### config.mk
export PLATFORM = sky130hd
export DESIGN_NAME = rsq_reset_sequencer
export DESIGN_NICKNAME = d
export VERILOG_FILES = /design/src/design/rsq_pin_filter.v /design/src/design/rsq_reset_sequencer.v
export VERILOG_INCLUDE_DIRS = /design/src /design/src/include
export SDC_FILE = /design/constraint.sdc
export NUM_CORES = 1
export LEC_CHECK = 0
export BUFFER_PORTS_ARGS = -buffer_cell sky130_fd_sc_hd__buf_4
export CORE_MARGIN = 2
export CORE_UTILIZATION = 59
export CTS_CLUSTER_SIZE = 28
export DETAILED_ROUTE_END_ITERATION = 8
export PLACE_DENSITY = 0.93
export SLEW_MARGIN = 40
export SYNTH_ARGS = -nofsm -noshare
export SYNTH_HDL_FRONTEND = slang
export SYNTH_SLANG_ARGS = --single-unit
export TNS_END_PERCENT = 1
### constraint.sdc
create_clock -name clock -period 4.3 [get_ports clock]
set_input_delay 0 -clock clock [delete_from_list [all_inputs] [get_ports clock]]
set_output_delay 0 -clock clock [all_outputs]
set_load 0.05 [all_outputs]
### src/include/rsq_regs.vh
`ifndef RSQ_REGS_VH
`define RSQ_REGS_VH

// ---------------------------------------------------------------
// register indices on the plain register port
// ---------------------------------------------------------------
`define RSQ_REG_CAUSE 4'h0
`define RSQ_REG_CLKCTL 4'h1
`define RSQ_REG_PWRCFG 4'h2
`define RSQ_REG_CLKCFG 4'h3

// ---------------------------------------------------------------
// field positions and reset values
// ---------------------------------------------------------------
`define RSQ_CAUSE_POR 0
`define RSQ_CAUSE_BOR 1
`define RSQ_CAUSE_WATCHDOG_EXPIRY_FLAG 4
`define RSQ_CAUSE_SWR 6
`define RSQ_CAUSE_PIN_RESET_FLAG 7
`define RSQ_CAUSE_MASK 16'h00d3
`define RSQ_CAUSE_RST 16'h0003
`define RSQ_CURSEL_LSB 12
`define RSQ_PRI_LSB 4
`define RSQ_CLOCK_FAIL_MONITOR_BIT 6
`define RSQ_PWRCFG_RST 16'h0007
`define RSQ_CLKCFG_RST 16'h0000
`define RSQ_RESET_VECTOR 24'h000000

// ---------------------------------------------------------------
// clock source selections and primary oscillator kinds
// ---------------------------------------------------------------
`define RSQ_SEL_FRC 3'h0
`define RSQ_SEL_FRCPLL 3'h1
`define RSQ_SEL_PRI 3'h2
`define RSQ_SEL_PRIPLL 3'h3
`define RSQ_SEL_SECONDARY_OSCILLATOR 3'h4
`define RSQ_SEL_LOW_POWER_INTERNAL_RC 3'h5
`define RSQ_SEL_FRCDIV16 3'h6
`define RSQ_SEL_FRCDIVN 3'h7
`define RSQ_PRI_XT 2'h0
`define RSQ_PRI_HS 2'h1
`define RSQ_PRI_EC 2'h2

// ---------------------------------------------------------------
// timing: times in their own unit, clock rate in MHz
// ---------------------------------------------------------------
// sized to the 26-bit counters; every product stays below 2^26 at
// this clock rate, a faster clock would need wider counters
`define RSQ_CLK_MHZ 26'hfa
`define RSQ_NS_PER_US 26'h3e8
`define RSQ_T_FRC_OSCD_NS 26'h44c
`define RSQ_T_LOW_POWER_INTERNAL_RC_OSCD_NS 26'h11170
`define RSQ_T_XTAL_OSCD_NS 26'h4e20
`define RSQ_T_LOCK_US 26'h5dc
`define RSQ_T_POWERUP_DELAY_TIMER_UNIT_US 26'h3e8
`define RSQ_T_POR_NS 26'h4e20
`define RSQ_T_BOR_NS 26'h4e20
`define RSQ_T_CLOCK_FAIL_MONITOR_NS 26'hfa0
`define RSQ_T_PIN_MIN_NS 26'hc8
`define RSQ_OST_PERIODS 26'h400

`endif

### src/design/rsq_pin_filter.v
`timescale 1ns/1ps
`default_nettype none

// ---------------------------------------------------------------
// glitch filter for the active-low clear pin
// ---------------------------------------------------------------
module rsq_pin_filter #(
  parameter [7:0] MIN_CYC = 8'd50
) (
  // clock and reset
  input wire clock,
  input wire rst_n,
  // pin side
  input wire pin_n,
  // filtered level, high while a long enough low is seen
  output reg asserted_r
);

  reg [7:0] low_cnt_r;

  // a low shorter than the minimum width never reaches the output;
  // release is immediate so the pin cannot stretch a reset
  always @(posedge clock or negedge rst_n)
  begin
    if (!rst_n)
    begin
      low_cnt_r <= 8'h00;
      asserted_r <= 1'b0;
    end
    else if (pin_n)
    begin
      low_cnt_r <= 8'h00;
      asserted_r <= 1'b0;
    end
    else
    begin
      if (low_cnt_r != MIN_CYC)
        low_cnt_r <= low_cnt_r + 8'h01;
      asserted_r <= (low_cnt_r == MIN_CYC);
    end
  end

endmodule

`default_nettype wire

### src/design/rsq_reset_sequencer.v
// Added by the designer: the plain strobed port and the address map.
`timescale 1ns/1ps
`default_nettype none
`include "rsq_regs.vh"

module rsq_reset_sequencer #(
  parameter [25:0] POWERUP_DELAY_TIMER_MS_CYC = `RSQ_T_POWERUP_DELAY_TIMER_UNIT_US * `RSQ_CLK_MHZ,
  parameter [25:0] LOCK_CYC = `RSQ_T_LOCK_US * `RSQ_CLK_MHZ,
  parameter [25:0] LOW_POWER_INTERNAL_RC_OSCD_CYC =
    `RSQ_T_LOW_POWER_INTERNAL_RC_OSCD_NS * `RSQ_CLK_MHZ / `RSQ_NS_PER_US,
  parameter [25:0] XTAL_OSCD_CYC =
    `RSQ_T_XTAL_OSCD_NS * `RSQ_CLK_MHZ / `RSQ_NS_PER_US,
  parameter [25:0] POR_CYC =
    `RSQ_T_POR_NS * `RSQ_CLK_MHZ / `RSQ_NS_PER_US,
  parameter [25:0] BOR_CYC =
    `RSQ_T_BOR_NS * `RSQ_CLK_MHZ / `RSQ_NS_PER_US
) (
  // clock and reset
  input wire clock,
  input wire rstn,
  // supply detectors, high while the supply is above the threshold
  input wire power_on_threshold,
  input wire brownout_threshold,
  // external clear pin, active low
  input wire external_clear_pin,
  // other reset sources, one-cycle pulses, and the sleep_or_idle level
  input wire soft_reset_req,
  input wire watchdog_timeout,
  input wire sleep_or_idle,
  // one pulse per oscillator clock period
  input wire osc_tick,
  // register port
  input wire [3:0] reg_addr,
  input wire [15:0] reg_wdata,
  input wire reg_wr,
  input wire reg_rd,
  output reg [15:0] reg_rdata,
  // reset and clock outputs
  output reg master_reset_out,
  output reg osc_enable,
  output reg [2:0] current_clock_select,
  output reg clock_ready,
  output reg clock_fail_monitor,
  output reg fetch_start,
  output reg [23:0] fetch_addr,
  output reg wake_req
);

  // ---------------------------------------------------------------
  // constants
  // ---------------------------------------------------------------
  localparam [3:0] ST_POR = 4'h0;
  localparam [3:0] ST_BOR = 4'h1;
  localparam [3:0] ST_POWERUP_DELAY_TIMER = 4'h2;
  localparam [3:0] ST_OSCD = 4'h3;
  localparam [3:0] ST_OST = 4'h4;
  localparam [3:0] ST_LOCK = 4'h5;
  localparam [3:0] ST_RUN = 4'h6;
  localparam [3:0] ST_HOLD = 4'h7;
  localparam [3:0] ST_SWR = 4'h8;
  localparam [25:0] FRC_OSCD_CYC =
    `RSQ_T_FRC_OSCD_NS * `RSQ_CLK_MHZ / `RSQ_NS_PER_US;
  localparam [25:0] OST_CNT = `RSQ_OST_PERIODS;
  localparam [25:0] CLOCK_FAIL_MONITOR_CYC =
    `RSQ_T_CLOCK_FAIL_MONITOR_NS * `RSQ_CLK_MHZ / `RSQ_NS_PER_US;
  // filter counter is 8 bits; the width is cut on purpose
  localparam [25:0] PIN_MIN_FULL =
    `RSQ_T_PIN_MIN_NS * `RSQ_CLK_MHZ / `RSQ_NS_PER_US;
  localparam [7:0] PIN_MIN_CYC = PIN_MIN_FULL[7:0];

  // ---------------------------------------------------------------
  // mode table helpers
  // ---------------------------------------------------------------
  // oscillator start-up wait applies to all but external clock
  function has_oscd;
    input [2:0] sel;
    input [1:0] pri;
    begin
      has_oscd = !((sel == `RSQ_SEL_PRI || sel == `RSQ_SEL_PRIPLL) &&
        pri == `RSQ_PRI_EC);
    end
  endfunction

  // start-up timer for crystal and secondary oscillators
  function has_ost;
    input [2:0] sel;
    input [1:0] pri;
    begin
      has_ost = sel == `RSQ_SEL_SECONDARY_OSCILLATOR ||
        ((sel == `RSQ_SEL_PRI || sel == `RSQ_SEL_PRIPLL) &&
        pri != `RSQ_PRI_EC);
    end
  endfunction

  // lock wait for the pll modes
  function has_lock;
    input [2:0] sel;
    begin
      has_lock = sel == `RSQ_SEL_FRCPLL || sel == `RSQ_SEL_PRIPLL;
    end
  endfunction

  // first clock-ready step at or after a given step
  function [3:0] osc_step;
    input [3:0] from;
    input [2:0] sel;
    input [1:0] pri;
    begin
      if (from <= ST_OSCD && has_oscd(sel, pri))
        osc_step = ST_OSCD;
      else if (from <= ST_OST && has_ost(sel, pri))
        osc_step = ST_OST;
      else if (from <= ST_LOCK && has_lock(sel))
        osc_step = ST_LOCK;
      else
        osc_step = ST_RUN;
    end
  endfunction

  // start-up delay by source
  function [25:0] oscd_cycles;
    input [2:0] sel;
    begin
      if (sel == `RSQ_SEL_LOW_POWER_INTERNAL_RC)
        oscd_cycles = LOW_POWER_INTERNAL_RC_OSCD_CYC;
      else if (sel == `RSQ_SEL_PRI || sel == `RSQ_SEL_PRIPLL ||
        sel == `RSQ_SEL_SECONDARY_OSCILLATOR)
        oscd_cycles = XTAL_OSCD_CYC;
      else
        oscd_cycles = FRC_OSCD_CYC;
    end
  endfunction

  // ---------------------------------------------------------------
  // reset synchroniser
  // ---------------------------------------------------------------
  reg rst_meta_r;
  reg rst_n_r;

  // release is synchronised so the sequencer leaves reset cleanly
  always @(posedge clock or negedge rstn)
  begin
    if (!rstn)
    begin
      rst_meta_r <= 1'b0;
      rst_n_r <= 1'b0;
    end
    else
    begin
      rst_meta_r <= 1'b1;
      rst_n_r <= rst_meta_r;
    end
  end

  // ---------------------------------------------------------------
  // clear pin filter
  // ---------------------------------------------------------------
  wire pin_reset;

  rsq_pin_filter #(
    .MIN_CYC(PIN_MIN_CYC)
  ) u_pin_filter (
    .clock(clock),
    .rst_n(rst_n_r),
    .pin_n(external_clear_pin),
    .asserted_r(pin_reset)
  );

  // ---------------------------------------------------------------
  // state
  // ---------------------------------------------------------------
  reg [3:0] state_r;
  reg [3:0] state_nxt;
  reg [25:0] count_r;
  reg [25:0] count_nxt;
  reg [25:0] clock_fail_monitor_cnt_r;
  reg [15:0] cause_r;
  reg [15:0] cause_nxt;
  reg [2:0] cur_sel_r;
  reg [2:0] cur_sel_nxt;
  reg [15:0] pwrcfg_r;
  reg [15:0] clkcfg_r;
  wire [2:0] new_clock_select_cfg;
  wire [1:0] pri_kind;
  wire [2:0] powerup_delay_select;
  wire wdt_reset;
  reg [25:0] powerup_delay_timer_cyc;

  assign new_clock_select_cfg = clkcfg_r[2:0];
  assign pri_kind = clkcfg_r[`RSQ_PRI_LSB+1:`RSQ_PRI_LSB];
  assign powerup_delay_select = pwrcfg_r[2:0];
  assign wdt_reset = watchdog_timeout && !sleep_or_idle;

  // power-up period: 0, then 2 ms doubling to 128 ms
  always @*
  begin
    if (powerup_delay_select == 3'h0)
      powerup_delay_timer_cyc = 26'h0;
    else
      powerup_delay_timer_cyc = POWERUP_DELAY_TIMER_MS_CYC << powerup_delay_select;
  end

  // ---------------------------------------------------------------
  // sequencing
  // ---------------------------------------------------------------
  // supply loss outranks pin and watchdog; soft reset only from run
  always @*
  begin
    state_nxt = state_r;
    count_nxt = (count_r != 26'h0) ? count_r - 26'h1 : 26'h0;
    cur_sel_nxt = cur_sel_r;
    if (!power_on_threshold)
    begin
      state_nxt = ST_POR;
      count_nxt = POR_CYC;
    end
    else if (!brownout_threshold && state_r != ST_POR)
    begin
      state_nxt = ST_BOR;
      count_nxt = BOR_CYC;
    end
    else if ((pin_reset || wdt_reset) && state_r >= ST_RUN)
    begin
      state_nxt = ST_HOLD;
    end
    else
    begin
      case (state_r)
        ST_POR:
        begin
          if (count_r == 26'h0)
          begin
            state_nxt = ST_BOR;
            count_nxt = BOR_CYC;
          end
        end
        ST_BOR:
        begin
          if (count_r == 26'h0)
          begin
            state_nxt = ST_POWERUP_DELAY_TIMER;
            count_nxt = powerup_delay_timer_cyc;
          end
        end
        ST_POWERUP_DELAY_TIMER, ST_OSCD, ST_OST, ST_LOCK:
        begin
          if (state_r == ST_OST && !osc_tick)
            count_nxt = count_r;
          if (count_r == 26'h0 ||
            (state_r == ST_OST && count_r == 26'h1 && osc_tick))
          begin
            if (state_r == ST_POWERUP_DELAY_TIMER)
              cur_sel_nxt = new_clock_select_cfg;
            state_nxt = osc_step(state_r + 4'h1,
              (state_r == ST_POWERUP_DELAY_TIMER) ? new_clock_select_cfg : cur_sel_r,
              pri_kind);
            case (state_nxt)
              ST_OSCD: count_nxt = oscd_cycles(new_clock_select_cfg);
              ST_OST: count_nxt = OST_CNT;
              ST_LOCK: count_nxt = LOCK_CYC;
              default: count_nxt = 26'h0;
            endcase
          end
        end
        ST_RUN:
        begin
          if (soft_reset_req)
            state_nxt = ST_SWR;
        end
        ST_HOLD, ST_SWR:
        begin
          state_nxt = ST_RUN;
        end
        default:
        begin
          state_nxt = ST_POR;
          count_nxt = POR_CYC;
        end
      endcase
    end
  end

  // ---------------------------------------------------------------
  // reset cause flags
  // ---------------------------------------------------------------
  // hardware sets win over a software write in the same cycle
  always @*
  begin
    cause_nxt = cause_r;
    if (reg_wr && reg_addr == `RSQ_REG_CAUSE)
      cause_nxt = reg_wdata & `RSQ_CAUSE_MASK;
    if (state_nxt == ST_POR && state_r != ST_POR)
      cause_nxt = `RSQ_CAUSE_RST;
    else
    begin
      if (state_nxt == ST_BOR && state_r != ST_BOR && state_r != ST_POR)
      begin
        cause_nxt[`RSQ_CAUSE_BOR] = 1'b1;
        cause_nxt[`RSQ_CAUSE_SWR] = 1'b0;
        cause_nxt[`RSQ_CAUSE_WATCHDOG_EXPIRY_FLAG] = 1'b0;
      end
      if (pin_reset)
        cause_nxt[`RSQ_CAUSE_PIN_RESET_FLAG] = 1'b1;
      if (state_nxt == ST_SWR)
        cause_nxt[`RSQ_CAUSE_SWR] = 1'b1;
      if (watchdog_timeout)
        cause_nxt[`RSQ_CAUSE_WATCHDOG_EXPIRY_FLAG] = 1'b1;
    end
  end

  // ---------------------------------------------------------------
  // registers
  // ---------------------------------------------------------------
  // the block's own reset stands for power-on: cold, flags at por
  always @(posedge clock or negedge rst_n_r)
  begin
    if (!rst_n_r)
    begin
      state_r <= ST_POR;
      count_r <= POR_CYC;
      cause_r <= `RSQ_CAUSE_RST;
      cur_sel_r <= `RSQ_SEL_FRC;
      pwrcfg_r <= `RSQ_PWRCFG_RST;
      clkcfg_r <= `RSQ_CLKCFG_RST;
      clock_fail_monitor_cnt_r <= CLOCK_FAIL_MONITOR_CYC;
    end
    else
    begin
      state_r <= state_nxt;
      count_r <= count_nxt;
      cause_r <= cause_nxt;
      cur_sel_r <= cur_sel_nxt;
      if (reg_wr && reg_addr == `RSQ_REG_PWRCFG)
        pwrcfg_r <= {13'h0, reg_wdata[2:0]};
      if (reg_wr && reg_addr == `RSQ_REG_CLKCFG)
        clkcfg_r <= {9'h0, reg_wdata[6:0]};
      if (state_r != ST_RUN)
        clock_fail_monitor_cnt_r <= CLOCK_FAIL_MONITOR_CYC;
      else if (clock_fail_monitor_cnt_r != 26'h0)
        clock_fail_monitor_cnt_r <= clock_fail_monitor_cnt_r - 26'h1;
    end
  end

  // ---------------------------------------------------------------
  // outputs
  // ---------------------------------------------------------------
  // all outputs registered; watchdog reset shows one cycle after the
  // timeout pulse since the inputs are sampled on the clock
  always @(posedge clock or negedge rst_n_r)
  begin
    if (!rst_n_r)
    begin
      master_reset_out <= 1'b1;
      osc_enable <= 1'b0;
      current_clock_select <= `RSQ_SEL_FRC;
      clock_ready <= 1'b0;
      clock_fail_monitor <= 1'b0;
      fetch_start <= 1'b0;
      fetch_addr <= `RSQ_RESET_VECTOR;
      wake_req <= 1'b0;
      reg_rdata <= 16'h0000;
    end
    else
    begin
      master_reset_out <= state_nxt != ST_RUN;
      osc_enable <= state_nxt >= ST_OSCD;
      current_clock_select <= cur_sel_nxt;
      clock_ready <= state_nxt == ST_RUN || state_nxt >= ST_HOLD;
      clock_fail_monitor <= clkcfg_r[`RSQ_CLOCK_FAIL_MONITOR_BIT] &&
        state_r == ST_RUN && clock_fail_monitor_cnt_r == 26'h0;
      fetch_start <= state_nxt == ST_RUN && state_r != ST_RUN;
      fetch_addr <= `RSQ_RESET_VECTOR;
      wake_req <= watchdog_timeout && sleep_or_idle;
      reg_rdata <= 16'h0000;
      if (reg_rd)
      begin
        case (reg_addr)
          `RSQ_REG_CAUSE: reg_rdata <= cause_r;
          `RSQ_REG_CLKCTL:
            reg_rdata <= {1'b0, cur_sel_r, 12'h000};
          `RSQ_REG_PWRCFG: reg_rdata <= pwrcfg_r;
          `RSQ_REG_CLKCFG: reg_rdata <= clkcfg_r;
          default: reg_rdata <= 16'h0000;
        endcase
      end
    end
  end

endmodule

`default_nettype wire

-- Word-level counts from Yosys, hierarchy flattened
Cells that the tools add are included.
- register bits: 118
- input port bits: 31
- output and inout bits: 49
- logic and storage cells: 173
- add/sub/neg operators: 4
- order comparisons: 6
- eq/ne operators: 34
- shift-type cells: 1
- muxes and demuxes: 51
- bitwise gates (word level): 2
- reductions and logical operators: 53
- operators with widths (kind ; count):
    two-way mux 26 bit ; 11
    case mux 26 bit (4 select lines) ; 1
    case mux 26 bit (3 select lines) ; 1
    case mux 16 bit (4 select lines) ; 1
    logical NOT 26 bit ; 2
    nonzero test 26 bit ; 2
    subtractor 26 x 1 -> 26 bit, second input constant ; 2
    two-way mux 4 bit ; 12
    two-way mux 16 bit ; 2
    == test 4 x 3 -> 1 bit, second input constant ; 7
    == test 26 x 1 -> 1 bit, second input constant ; 1
    << shifter 18 x 3 -> 26 bit, first input constant ; 1
    two-way mux 8 bit ; 3
    logical AND 1 bit ; 21
    == test 4 x 2 -> 1 bit, second input constant ; 5
    case mux 4 bit (5 select lines) ; 1
    two-way mux 15 bit ; 1
    two-way mux 13 bit ; 1
    == test 3 x 2 -> 1 bit, second input constant ; 4
    == test 4 x 1 -> 1 bit, second input constant ; 3
    logical NOT 4 bit ; 3
    nonzero test 4 bit ; 3
    two-way mux 1 bit ; 11
    == test 3 bit, second input constant ; 3
    other kinds (27) ; 49

-- Depth between registers and ports, before layout
Gate-level depths: netlist of run 1.
- word-level depth: 25
- gate-level depth with buffers: 11
- mapped depth without buffers: 11

-- Hierarchy
Synthesis of run 1 repeated with hierarchy kept, for this count alone.
- cells, all modules: 738
- area, all modules: 6452.4 µm²
- by module, submodules not included (module ; instances ; cells each ; area an instance (µm²) ; seq. area each (µm²)):
    rsq_reset_sequencer ; 1 ; 693 ; 5988.2 ; 2348.5
    rsq_pin_filter ; 1 ; 45 ; 464.2 ; 225.2

-- Worst setup path before layout of run 1
No wires, ideal clock.
- kind: flip-flop to flip-flop
- start: register, netlist name current_clock_select[1]
- end: register cause_r[6]
- setup time: 118 ps
- arrival time: 2554 ps
- required time: 4182 ps
- path slack: 1628 ps
- stages on the path, launching flop included: 10
- buffers on the path: 0
- period minus slack after synthesis: 2672 ps
- path through: dfrtp_1 -> nor4bb_1 -> nor3b_1 -> a221oi_1 -> nand2_1 -> nor2_1 -> o21a_2 -> inv_2 -> a2111o_1 -> a21o_1
- RTL lines (element ; line ; RTL):
    end signal, assigned ; rsq_reset_sequencer.v:321 ; cause_r <= `RSQ_CAUSE_RST;
    end signal, assigned ; rsq_reset_sequencer.v:331 ; cause_r <= cause_nxt;
    end, declared ; rsq_reset_sequencer.v:177 ; reg [15:0] cause_r;

-- Final worst setup path of run 1
- start: register state_r[2]
- end: register cause_r[7]
- word-level cells in the longest chain between the ends: 22
- elaborated cells on any way between the ends: 56
- classes of those cells: 1 x add/sub; 4 x order compare; 12 x eq/ne; 18 x mux; 21 x reduce/logical
- RTL lines (element ; line ; RTL):
    start, declared ; rsq_reset_sequencer.v:172 ; reg [3:0] state_r;
    start signal, assigned ; rsq_reset_sequencer.v:329 ; state_r <= state_nxt;
    parallel branches: the longest is 17 deep, another holds adder 4 x 1 -> 4 bit ; n/a ;
    two-way mux 4 bit * ; rsq_reset_sequencer.v:217 ; else if (!brownout_threshold && state_r != ST_POR)
    two-way mux 4 bit * ; rsq_reset_sequencer.v:212 ; if (!power_on_threshold)
    net state_nxt[0] ; rsq_reset_sequencer.v:173 ; reg [3:0] state_nxt;
    logical NOT 4 bit * ; rsq_reset_sequencer.v:292 ; if (state_nxt == ST_POR && state_r != ST_POR)
    logical AND 1 bit * ; rsq_reset_sequencer.v:292 ;
    nonzero test 3 bit (no source line) / two-way mux 2 bit (equally long branches) ; n/a ;
Mark *: on every way through the listed nets, which the timed path passes. The select of a mux whose other input is x is not followed.
A chain may end at the register's enable or synchronous reset.

==> results.toml, run 1 <==
[synthesis]
avgSynthCellArea_sq_um = 8.924
synthTopCellsByArea = "dfrtp_1 (34%), dfstp_2 (7.1%), nor2_1 (4.6%)"
synth_area_sq_um = 6282
synth_cell_type_count = 79
synth-seq-cells = 102
ys_seq_area_frac = 0.4097
synth_largest_area_cell = "dfrtp_1"
synthFlopType = "dfrtp_1"
ys_warn_count = 0
synthArstFlopShare = 1.000
synth_top_area_frac = 0.3386
postSynthCellCount = 704
synth_edf_count = 0

[flow_run]
maxCapViolations = 0

[finish]
final_core_util = 0.6799
n_antenna_cell = 0
final_cell_mix = "dfrtp_1 (84), nor2_1 (77), nand2_1 (65), o21ai_0 (51), buf_4 (51)"
final_net_count = 797
drive_gt1_frac = 0.1590
final_common_cell = "dfrtp_1"
areaGrowthSynthToFinish_pct = 11.73

[sta]
hold_violations = 0
totalNegativeSetupSlack_ns = 0
max_clock_freq_mhz = 273.0
worstMarginPinSlew_ns = 0.8182
fin_crit_sh = 0.8517
rsz0062_at_grt = "no"
worst_slack_ns = 0.6376
finalSetupViolations = 0
slew_headroom = 0.4546
hold_slack_ns = 0.01130
finalCriticalPeriod_ns = 3.662
clock_skew_ns = 0.01006
slew_violations = 0

[global_routing]
overflow = 0
grt_antenna_before_repair = 0
grt_use_total = 0.3103
grt_pass1_vias = 5825
grt_max_degree = 53
grt_first_pass_wirelength_um = 28290

[cts]
root_buffer = "clkbuf_8"
cts_resized = 0
cts_hold_buffers = 20
clk_latency_ns = 0.38
clk_pin_slew_ns = 0.10
cts_tree = "built"
cts_htree_levels = 3
numCtsBuffers = 9
clkSinkCount = 102
cts_setup_buffers = 0
cts.path.max_buffers = 2

[pwr]
power_leakage_uw = 0.003123
p_seq_frac = 0.521
pwr-share-clk = 0.309
power_density_nw_per_um2 = 299.3
p_sw_frac = 0.3136
vdd_drop_max_mv = 0.2231
switchingPower_uw = 658.9
p_int_uw = 1442
p_comb_frac = 0.171
power_uw = 2101

[worst_setup_path]
critPathMaxFanout = 22
setup.worst_path.class = "reg2reg"
endpoint_kind = "flop"
cp_data_arrival_time_ns = 3.90
required_ns = 4.54
setup.worst_path.start_class = "flop"

[floorplan]
ios = 80
die_w_um = 107.2
die_h_um = 107.2
floorplan.initialDensity = 0.6085
coreArea_sq_um = 10320
dieArea_sq_um = 11490
placementRows = 37

[drt]
postRouteAntennaNets = 0
drtIter0Drc = 583
wl_per_cell_um = 19.03
vias = 5841
routed_via_density = 6.512
drt_wl_total_um = 17070
drc = 0
dr.pass1.iters = 5

[status]
outcome = "finished, final reports clean"

[placed_design]
finalWeightedCongestion = 0.9800
dpl.hpwl_um = 11940
dpl_worst_slack_ns = 0.7944
port_buffers = 42

[hold_path]
hold_class = "in2reg"
==> synth_stat cells (9+ instances only) <==
| cell | n |
|---|---|
| a21oi_1 | 37 |
| and3_1 | 10 |
| buf_4 | 31 |
| clkbuf_1 | 18 |
| dfrtp_1 | 85 |
| dfstp_2 | 17 |
| ha_1 | 10 |
| inv_1 | 15 |
| mux2_2 | 15 |
| nand2_1 | 65 |
| nand2b_1 | 9 |
| nand3_1 | 19 |
| nor2_1 | 77 |
| nor3_1 | 29 |
| nor3b_1 | 10 |
| nor4_1 | 13 |
| o21ai_0 | 51 |
| or3_1 | 16 |
| xnor2_1 | 17 |
| xor2_1 | 10 |
==> per-layer routing <==
metal	wire length, um	track usage	part of all wire	up-vias
met3	1303	0.05775	0.076	74
met1	6781	0.3926	0.40	2813
met5	0	0	0	-
met2	8278	0.5099	0.48	350
met4	707	0.1531	0.041	0
li1	-	-	-	2604
==> kinds of logic (layout without fill, tap and decap cells) <==
family	Yosys count	in the layout	synth area share
multiplexers	18	18	0.03167
XOR/XNOR	27	27	0.03764
flip-flops	102	102	0.4097
other	2	30	0.001195
adder cells (fa/ha/maj)	10	10	0.01992
buffers and inverters	74	103	0.06413
AO/OA/AOI/OAI	161	161	0.1671
AND/OR/NAND/NOR	310	310	0.2687
==> flip-flops by register name, summed over array words and instances, names as in the netlist <==
register,count
cause_r,5
clkcfg_r,7
clock_fail_monitor,1
clock_fail_monitor_cnt_r,26
clock_ready,1
count_r,26
current_clock_select,3
fetch_start,1
master_reset_out,1
osc_enable,1
pwrcfg_r,3
reg_rdata,11
rst_meta_r,1
rst_n_r,1
state_r,4
u_pin_filter.asserted_r,1
u_pin_filter.low_cnt_r,8
wake_req,1
==> through the flow <==
step	cells	instance area, sq um
2_1_floorplan	732	6387
3_3_place_gp	861	6601
3_5_place_dp	861	6601
4_1_cts	897	7012
5_1_grt	897	7019
6_report	897	7019
==> final timing paths <==
kind	startpoint	endpoint	slack, ns	cells after the start
setup / recovery	state_r[2]	cause_r[7]	0.64	9
hold / removal	reg_wdata[7]	cause_r[7]	0.01	4
setup reg to reg	state_r[2]	cause_r[7]	0.64	9
hold reg to reg	rst_meta_r	rst_n_r	0.37	0
max in group asynchronous	rst_n_r	clkcfg_r[1]	2.83	1
min in group asynchronous	rst_n_r	clock_fail_monitor_cnt_r[2]	0.39	0
==> worst max-delay path, cell delays in order (launching register included) <==
cell,delay (ns)
dfrtp_1,0.83
nor4b_2,0.47
a41oi_1,0.25
nor3_2,0.58
nand2_1,0.15
nor2_1,0.18
o21a_2,0.18
inv_2,0.06
nor4_1,0.68
nor2_1,0.13
==> cell type report <==
| type | instances | area (sq um) |
|---|---|---|
| clock buffers | 10 | 137.6 |
| clock inverters | 6 | 72.57 |
| repair buffers | 71 | 583.1 |
| inverters | 16 | 60.06 |
| multi-input cells | 556 | 3418 |
| flip-flops and latches | 102 | 2577 |
| fillers | 750 | 3304 |
| well taps | 136 | 170.2 |
==> power by group through the flow <==
stage	combinational [uW]	sequential [uW]	clock (uW)
2_1_floorplan	263	1090	0
3_3_place_gp	323	1100	0
3_5_place_dp	332	1110	0
4_1_cts	348	1090	663
5_1_grt	387	1100	689
6_report	359	1090	648
Note: power is estimated with default switching activity, not from simulation.
==> run 2, diff against run 1 <==
clock period = 4.1 ns   (was 4.3 ns; I/O delays follow)
==> run 2 against run 1 <==
- sequential power up 5%
- first-iteration DRC count is 1.0% lower
- clock skew is 0.012 ns higher
- die area unchanged
- largest cell class unchanged
- critical path type unchanged
- highest routed layer unchanged
- global-route usage is essentially flat
- combinational power up 6.7%
- utilization is 0.39 points higher
- design area is 0.57% higher
==> results.toml, run 2 (synthesized netlist as in run 1, its figures left out) <==
[status]
outcome = "finished, final reports clean"

[finish]
areaGrowthSynthToFinish_pct = 12.37
top_regs = "clock_fail_monitor_cnt_r x26, count_r x26, reg_rdata x11"
n_antenna_cell = 0
drive_gt1_frac = 0.1615
design_area_sq_um = 7059
nFillCells = 776
final_common_cell = "dfrtp_1"
final_cells = 904
final_net_count = 804
final_cell_mix = "dfrtp_1 (84), nor2_1 (77), nand2_1 (65), buf_4 (56), o21ai_0 (51)"

[worst_setup_path]
slowest_delay_ns = 0.83
cpMostUsedCell = "nor2_1"
setup.worst_path.class = "reg2reg"
cp_data_arrival_time_ns = 3.81
crit_chain = "nor4b_2, a41oi_1, nor3_2, nand2_1, nor2_1, o21a_2, inv_2, nor4_1, nor2_1"
path_buf_inv = 1
critPathSlowestCell = "dfrtp_1"
rrSetupSlack_ns = 0.53
crit_family = "simple AND/OR/NAND/NOR gates"
setup.worst_path.start_class = "flop"
critPathMaxFanout = 22
endpoint_kind = "flop"
required_ns = 4.34

[drt]
drtIter0Drc = 577
routed_via_density = 6.483
postRouteAntennaNets = 0
drt_wl_total_um = 17280
vias = 5861
drc = 0
dr.pass1.iters = 6
wl_per_cell_um = 19.11

[floorplan]
ios = 80
die_h_um = 107.2
coreArea_sq_um = 10320
die_w_um = 107.2
placementRows = 37
dieArea_sq_um = 11490
floorplan.initialDensity = 0.6085

[global_routing]
grt_max_degree = 66
grt_use_total = 0.3104
grt_pass1_vias = 5699
grt_first_pass_wirelength_um = 28030
grt_antenna_before_repair = 0
overflow = 0

[sta]
clock_skew_ns = 0.02219
worstMarginPinSlew_ns = 0.8037
fin_crit_sh = 0.8709
slew_violations = 0
finalCriticalPeriod_ns = 3.571
rsz0062_at_grt = "no"
max_clock_freq_mhz = 280.0
totalNegativeSetupSlack_ns = 0
hold_violations = 0
slew_headroom = 0.4642
hold_slack_ns = 0.03136
finalSetupViolations = 0

[placed_design]
finalWeightedCongestion = 0.9627
port_buffers = 42
dp_cells = 866
placed_area_sq_um = 6639
dpl.hpwl_um = 12040

[cts]
clk_latency_ns = 0.40
cts_setup_buffers = 0
root_buffer = "clkbuf_8"
clkSinkCount = 102
clk_pin_slew_ns = 0.11
cts.path.max_buffers = 2
cts_htree_levels = 3
cts_tree = "built"
numCtsBuffers = 9

[pwr]
power_leakage_uw = 0.003141
vdd_drop_max_mv = 0.2737
power_density_nw_per_um2 = 308.5

[flow_run]
maxCapViolations = 0

[hold_path]
hold_class = "in2reg"
==> run 2: cell types whose count changed in the layout (fill, tap and decap cells not counted), moves of 2 or more <==
cell and change:
clkinvlp_4 +2, clkbuf_1 +2, buf_4 +5, inv_6 -2
==> run 2: worst paths after layout <==
check / startpoint / to / cells after the start
max: state_r[2] / cause_r[7] / 9
min: power_on_threshold / state_r[0] / 4
max reg2reg: state_r[2] / cause_r[7] / 9
min reg2reg: rst_n_r / count_r[6] / 0
max in group asynchronous: rst_n_r / pwrcfg_r[0] / 1
min in group asynchronous: rst_n_r / count_r[6] / 0
==> run 2: area by class of cell <==
class / instances / area (sq um) / area share
Clock inverter: 5 / 58.81 / 0.008330
Tap cell: 136 / 170.2 / 0.02410
Timing Repair Buffer: 78 / 650.6 / 0.09217
Sequential cell: 102 / 2577 / 0.3651
Inverter: 16 / 60.06 / 0.008508
Multi-Input combinational cell: 556 / 3411 / 0.4832
Clock buffer: 11 / 131.4 / 0.01861
==> run 2: repair_timing <==
| action | in CTS | in global routing |
|---|---|---|
| gates resized for setup | 0 | 0 |
| hold buffers | 21 | 0 |
| hold endpoints to repair | 38 | 0 |
==> run 2: worst reg2reg max path, stage by stage, from the launching register on <==
cell and delay (ns):
dfrtp_1 0.83, nor4b_2 0.51, a41oi_1 0.27, nor3_2 0.43, nand2_1 0.13, nor2_1 0.16, o21a_2 0.19, inv_2 0.06
nor4_1 0.68, nor2_1 0.13
==> run 2: layer usage <==
layer | vias up | GRT usage | share of wire | wire length [um]
met1 | 2849 | 0.3922 | 0.40 | 6877
met4 | 0 | 0.1345 | 0.041 | 702
li1 | 2627 | - | - | -
met5 | - | 0 | 0 | 0
met2 | 307 | 0.5253 | 0.49 | 8494
met3 | 78 | 0.05046 | 0.070 | 1204
==> run 2: report_power, final <==
part	total, uW	internal [uW]	switching (uW)
Clock	654	284	370
Sequential	1140	1070	72.8
Combinational	383	140	243
Total	2180	1490	686
==> run 2: metrics by stage <==
step	worst slack (ns)	utilization	total power, uW
after floorplan	1.078	-	1423
after global placement	0.9389	0.6431	1493
after detailed placement	0.7837	0.6431	1508
after CTS	0.7865	0.6819	2160
after global routing	0.4120	0.6838	2252
final	0.5292	0.6838	2178
==> run 3, diff against run 2 <==
GPL_TIMING_DRIVEN = 0   (was default)
==> run 3 against run 2 <==
- worst hold slack worse by 0.0021 ns
- non-clock buffer count is 40 higher
- clock power is 3% lower
- design area is 3.1% higher
- utilization is 2.1 points higher
- flip-flop and latch count stayed put
- highest routed layer unchanged
==> results.toml, run 3 (synthesized netlist as in run 1, its figures left out) <==
[global_routing]
grt_max_degree = 47
grt_antenna_before_repair = 0
grt_use_total = 0.3306
grt_pass1_vias = 5855
overflow = 0
grt_first_pass_wirelength_um = 29680

[worst_setup_path]
slowest_delay_ns = 0.64
setup.worst_path.class = "reg2reg"
r2r_cells = 11
critPathSlowestCell = "nor4_1"
critPathMaxFanout = 8
required_ns = 4.34
cp_data_arrival_time_ns = 3.70
endpoint_kind = "flop"
crit_chain = "inv_1, ha_1, nor3b_2, nand3_2, nor3_4, o221ai_1, o21ai_1, o21a_2, inv_2, nor4_1, a21oi_1"
rrSetupSlack_ns = 0.65
worstReg2RegStart = "count_r[0]"
rr_endpoint = "cause_r[4]"
setup.worst_path.start_class = "flop"

[pwr]
power_leakage_uw = 0.003293
power_density_nw_per_um2 = 299.1
vdd_drop_max_mv = 0.2234

[hold_path]
hold_class = "in2reg"
min_path_cells = 4
hold_path_startpoint = "power_on_threshold"
min_to = "state_r[0]"

[placed_design]
placed_area_sq_um = 6919
dpl.hpwl_um = 13200
finalWeightedCongestion = 0.9728
dpl_worst_slack_ns = 0.7960
port_buffers = 41

[drt]
drtIter0Drc = 788
drt_wl_total_um = 18120
wl_per_cell_um = 19.19
drc = 0
vias = 5934
postRouteAntennaNets = 0
routed_via_density = 6.286
dr.pass1.iters = 5

[floorplan]
placementRows = 37
dieArea_sq_um = 11490
die_h_um = 107.2
coreArea_sq_um = 10320
floorplan.initialDensity = 0.6085
die_w_um = 107.2
ios = 80

[sta]
hold_violations = 0
worst_slack_ns = 0.6492
finalCriticalPeriod_ns = 3.451
rsz0062_at_grt = "no"
finalSetupViolations = 0
slew_headroom = 0.4432
max_clock_freq_mhz = 289.8
fin_crit_sh = 0.8417
worstMarginPinSlew_ns = 0.8265
hold_slack_ns = 0.02928
slew_violations = 0
totalNegativeSetupSlack_ns = 0
clock_skew_ns = 0.01082

[finish]
final_net_count = 844
design_area_sq_um = 7279
top_regs = "clock_fail_monitor_cnt_r x26, count_r x26, reg_rdata x11"
drive_gt1_frac = 0.1869
areaGrowthSynthToFinish_pct = 15.87
final_core_util = 0.7051
final_common_cell = "dfrtp_1"
final_cell_mix = "dfrtp_1 (84), nor2_1 (77), buf_4 (72), nand2_1 (65), o21ai_0 (50)"
n_antenna_cell = 0

[cts]
cts_resized = 0
numCtsBuffers = 9
root_buffer = "clkbuf_8"
cts_tree = "built"
cts.path.max_buffers = 2
cts_htree_levels = 3
clk_pin_slew_ns = 0.11
clkSinkCount = 102
clk_latency_ns = 0.39

[flow_run]
maxCapViolations = 0

[status]
outcome = "finished, final reports clean"
[run 3: cell types whose count changed in the layout (fill, tap and decap cells not counted), sizes merged]
cell and change:
bufinv -1, dlygate4sd3 -4, clkinvlp -2, clkinv +1, inv +3, buf +26
clkbuf +17
[run 3: area by class of cell]
class / count / area (sq um)
fillers: 758 / 3044
flip-flops and latches: 102 / 2577
inverters: 16 / 60.06
multi-input cells: 556 / 3421
clock buffers: 10 / 127.6
plain buffers: 58 / 342.8
repair buffers: 60 / 518.0
clock inverters: 6 / 62.56
well taps: 136 / 170.2
[run 3: metrics by stage]
step,std cells,power [uW]
finish,944,2177
CTS,944,2170
floorplan,732,1423
global route,944,2258
detailed placement,911,1532
global placement,909,1513
[run 3: worst max-delay path, delay by kind of cell, from the launching register on]
kind / cells / cell delay (ns)
compound gates: 4 / 0.66
flops: 1 / 0.44
simple gates: 4 / 1.80
buf+inv: 2 / 0.19
fa+ha+maj: 1 / 0.23
[run 3: repair_timing]
action                                 in CTS  in global routing
endpoints found under the hold margin      30                  0
hold buffers                               17                  0
setup buffers                               0                  0
[run 3: metal layers]
layer / vias to the layer above / wire length, um / global-route usage
li1: 2696 / - / -
met1: 2891 / 7260 / 0.4178
met2: 288 / 8984 / 0.5642
met3: 59 / 1260 / 0.03891
met4: 0 / 612 / 0.1558
met5: - / 0 / 0
[run 3: how the worst max path moves through the flow]
| stage | end | cells past startpoint | from | slack (ns) |
|---|---|---|---|---|
| 6_report | cause_r[4] | 11 | count_r[0] | 0.65 |
| 2_1_floorplan | cause_r[4] | 0 | rst_n_r | 1.08 |
| 3_3_place_gp | u_pin_filter.low_cnt_r[7] | 0 | rst_n_r | 0.10 |
| 3_5_place_dp | cause_r[4] | 11 | count_r[0] | 0.80 |
| 5_1_grt | cause_r[4] | 11 | count_r[0] | 0.47 |
| 4_1_cts | cause_r[4] | 11 | count_r[0] | 0.77 |
[run 3: where the power goes]
part / internal [uW] / switching [uW] / leakage (uW) / total, uW
clock: 239 / 399 / 0.0000965 / 637
sequential: 1070 / 67.1 / 0.00133 / 1130
combinational: 156 / 250 / 0.00187 / 405
total: 1460 / 716 / 0.00329 / 2180
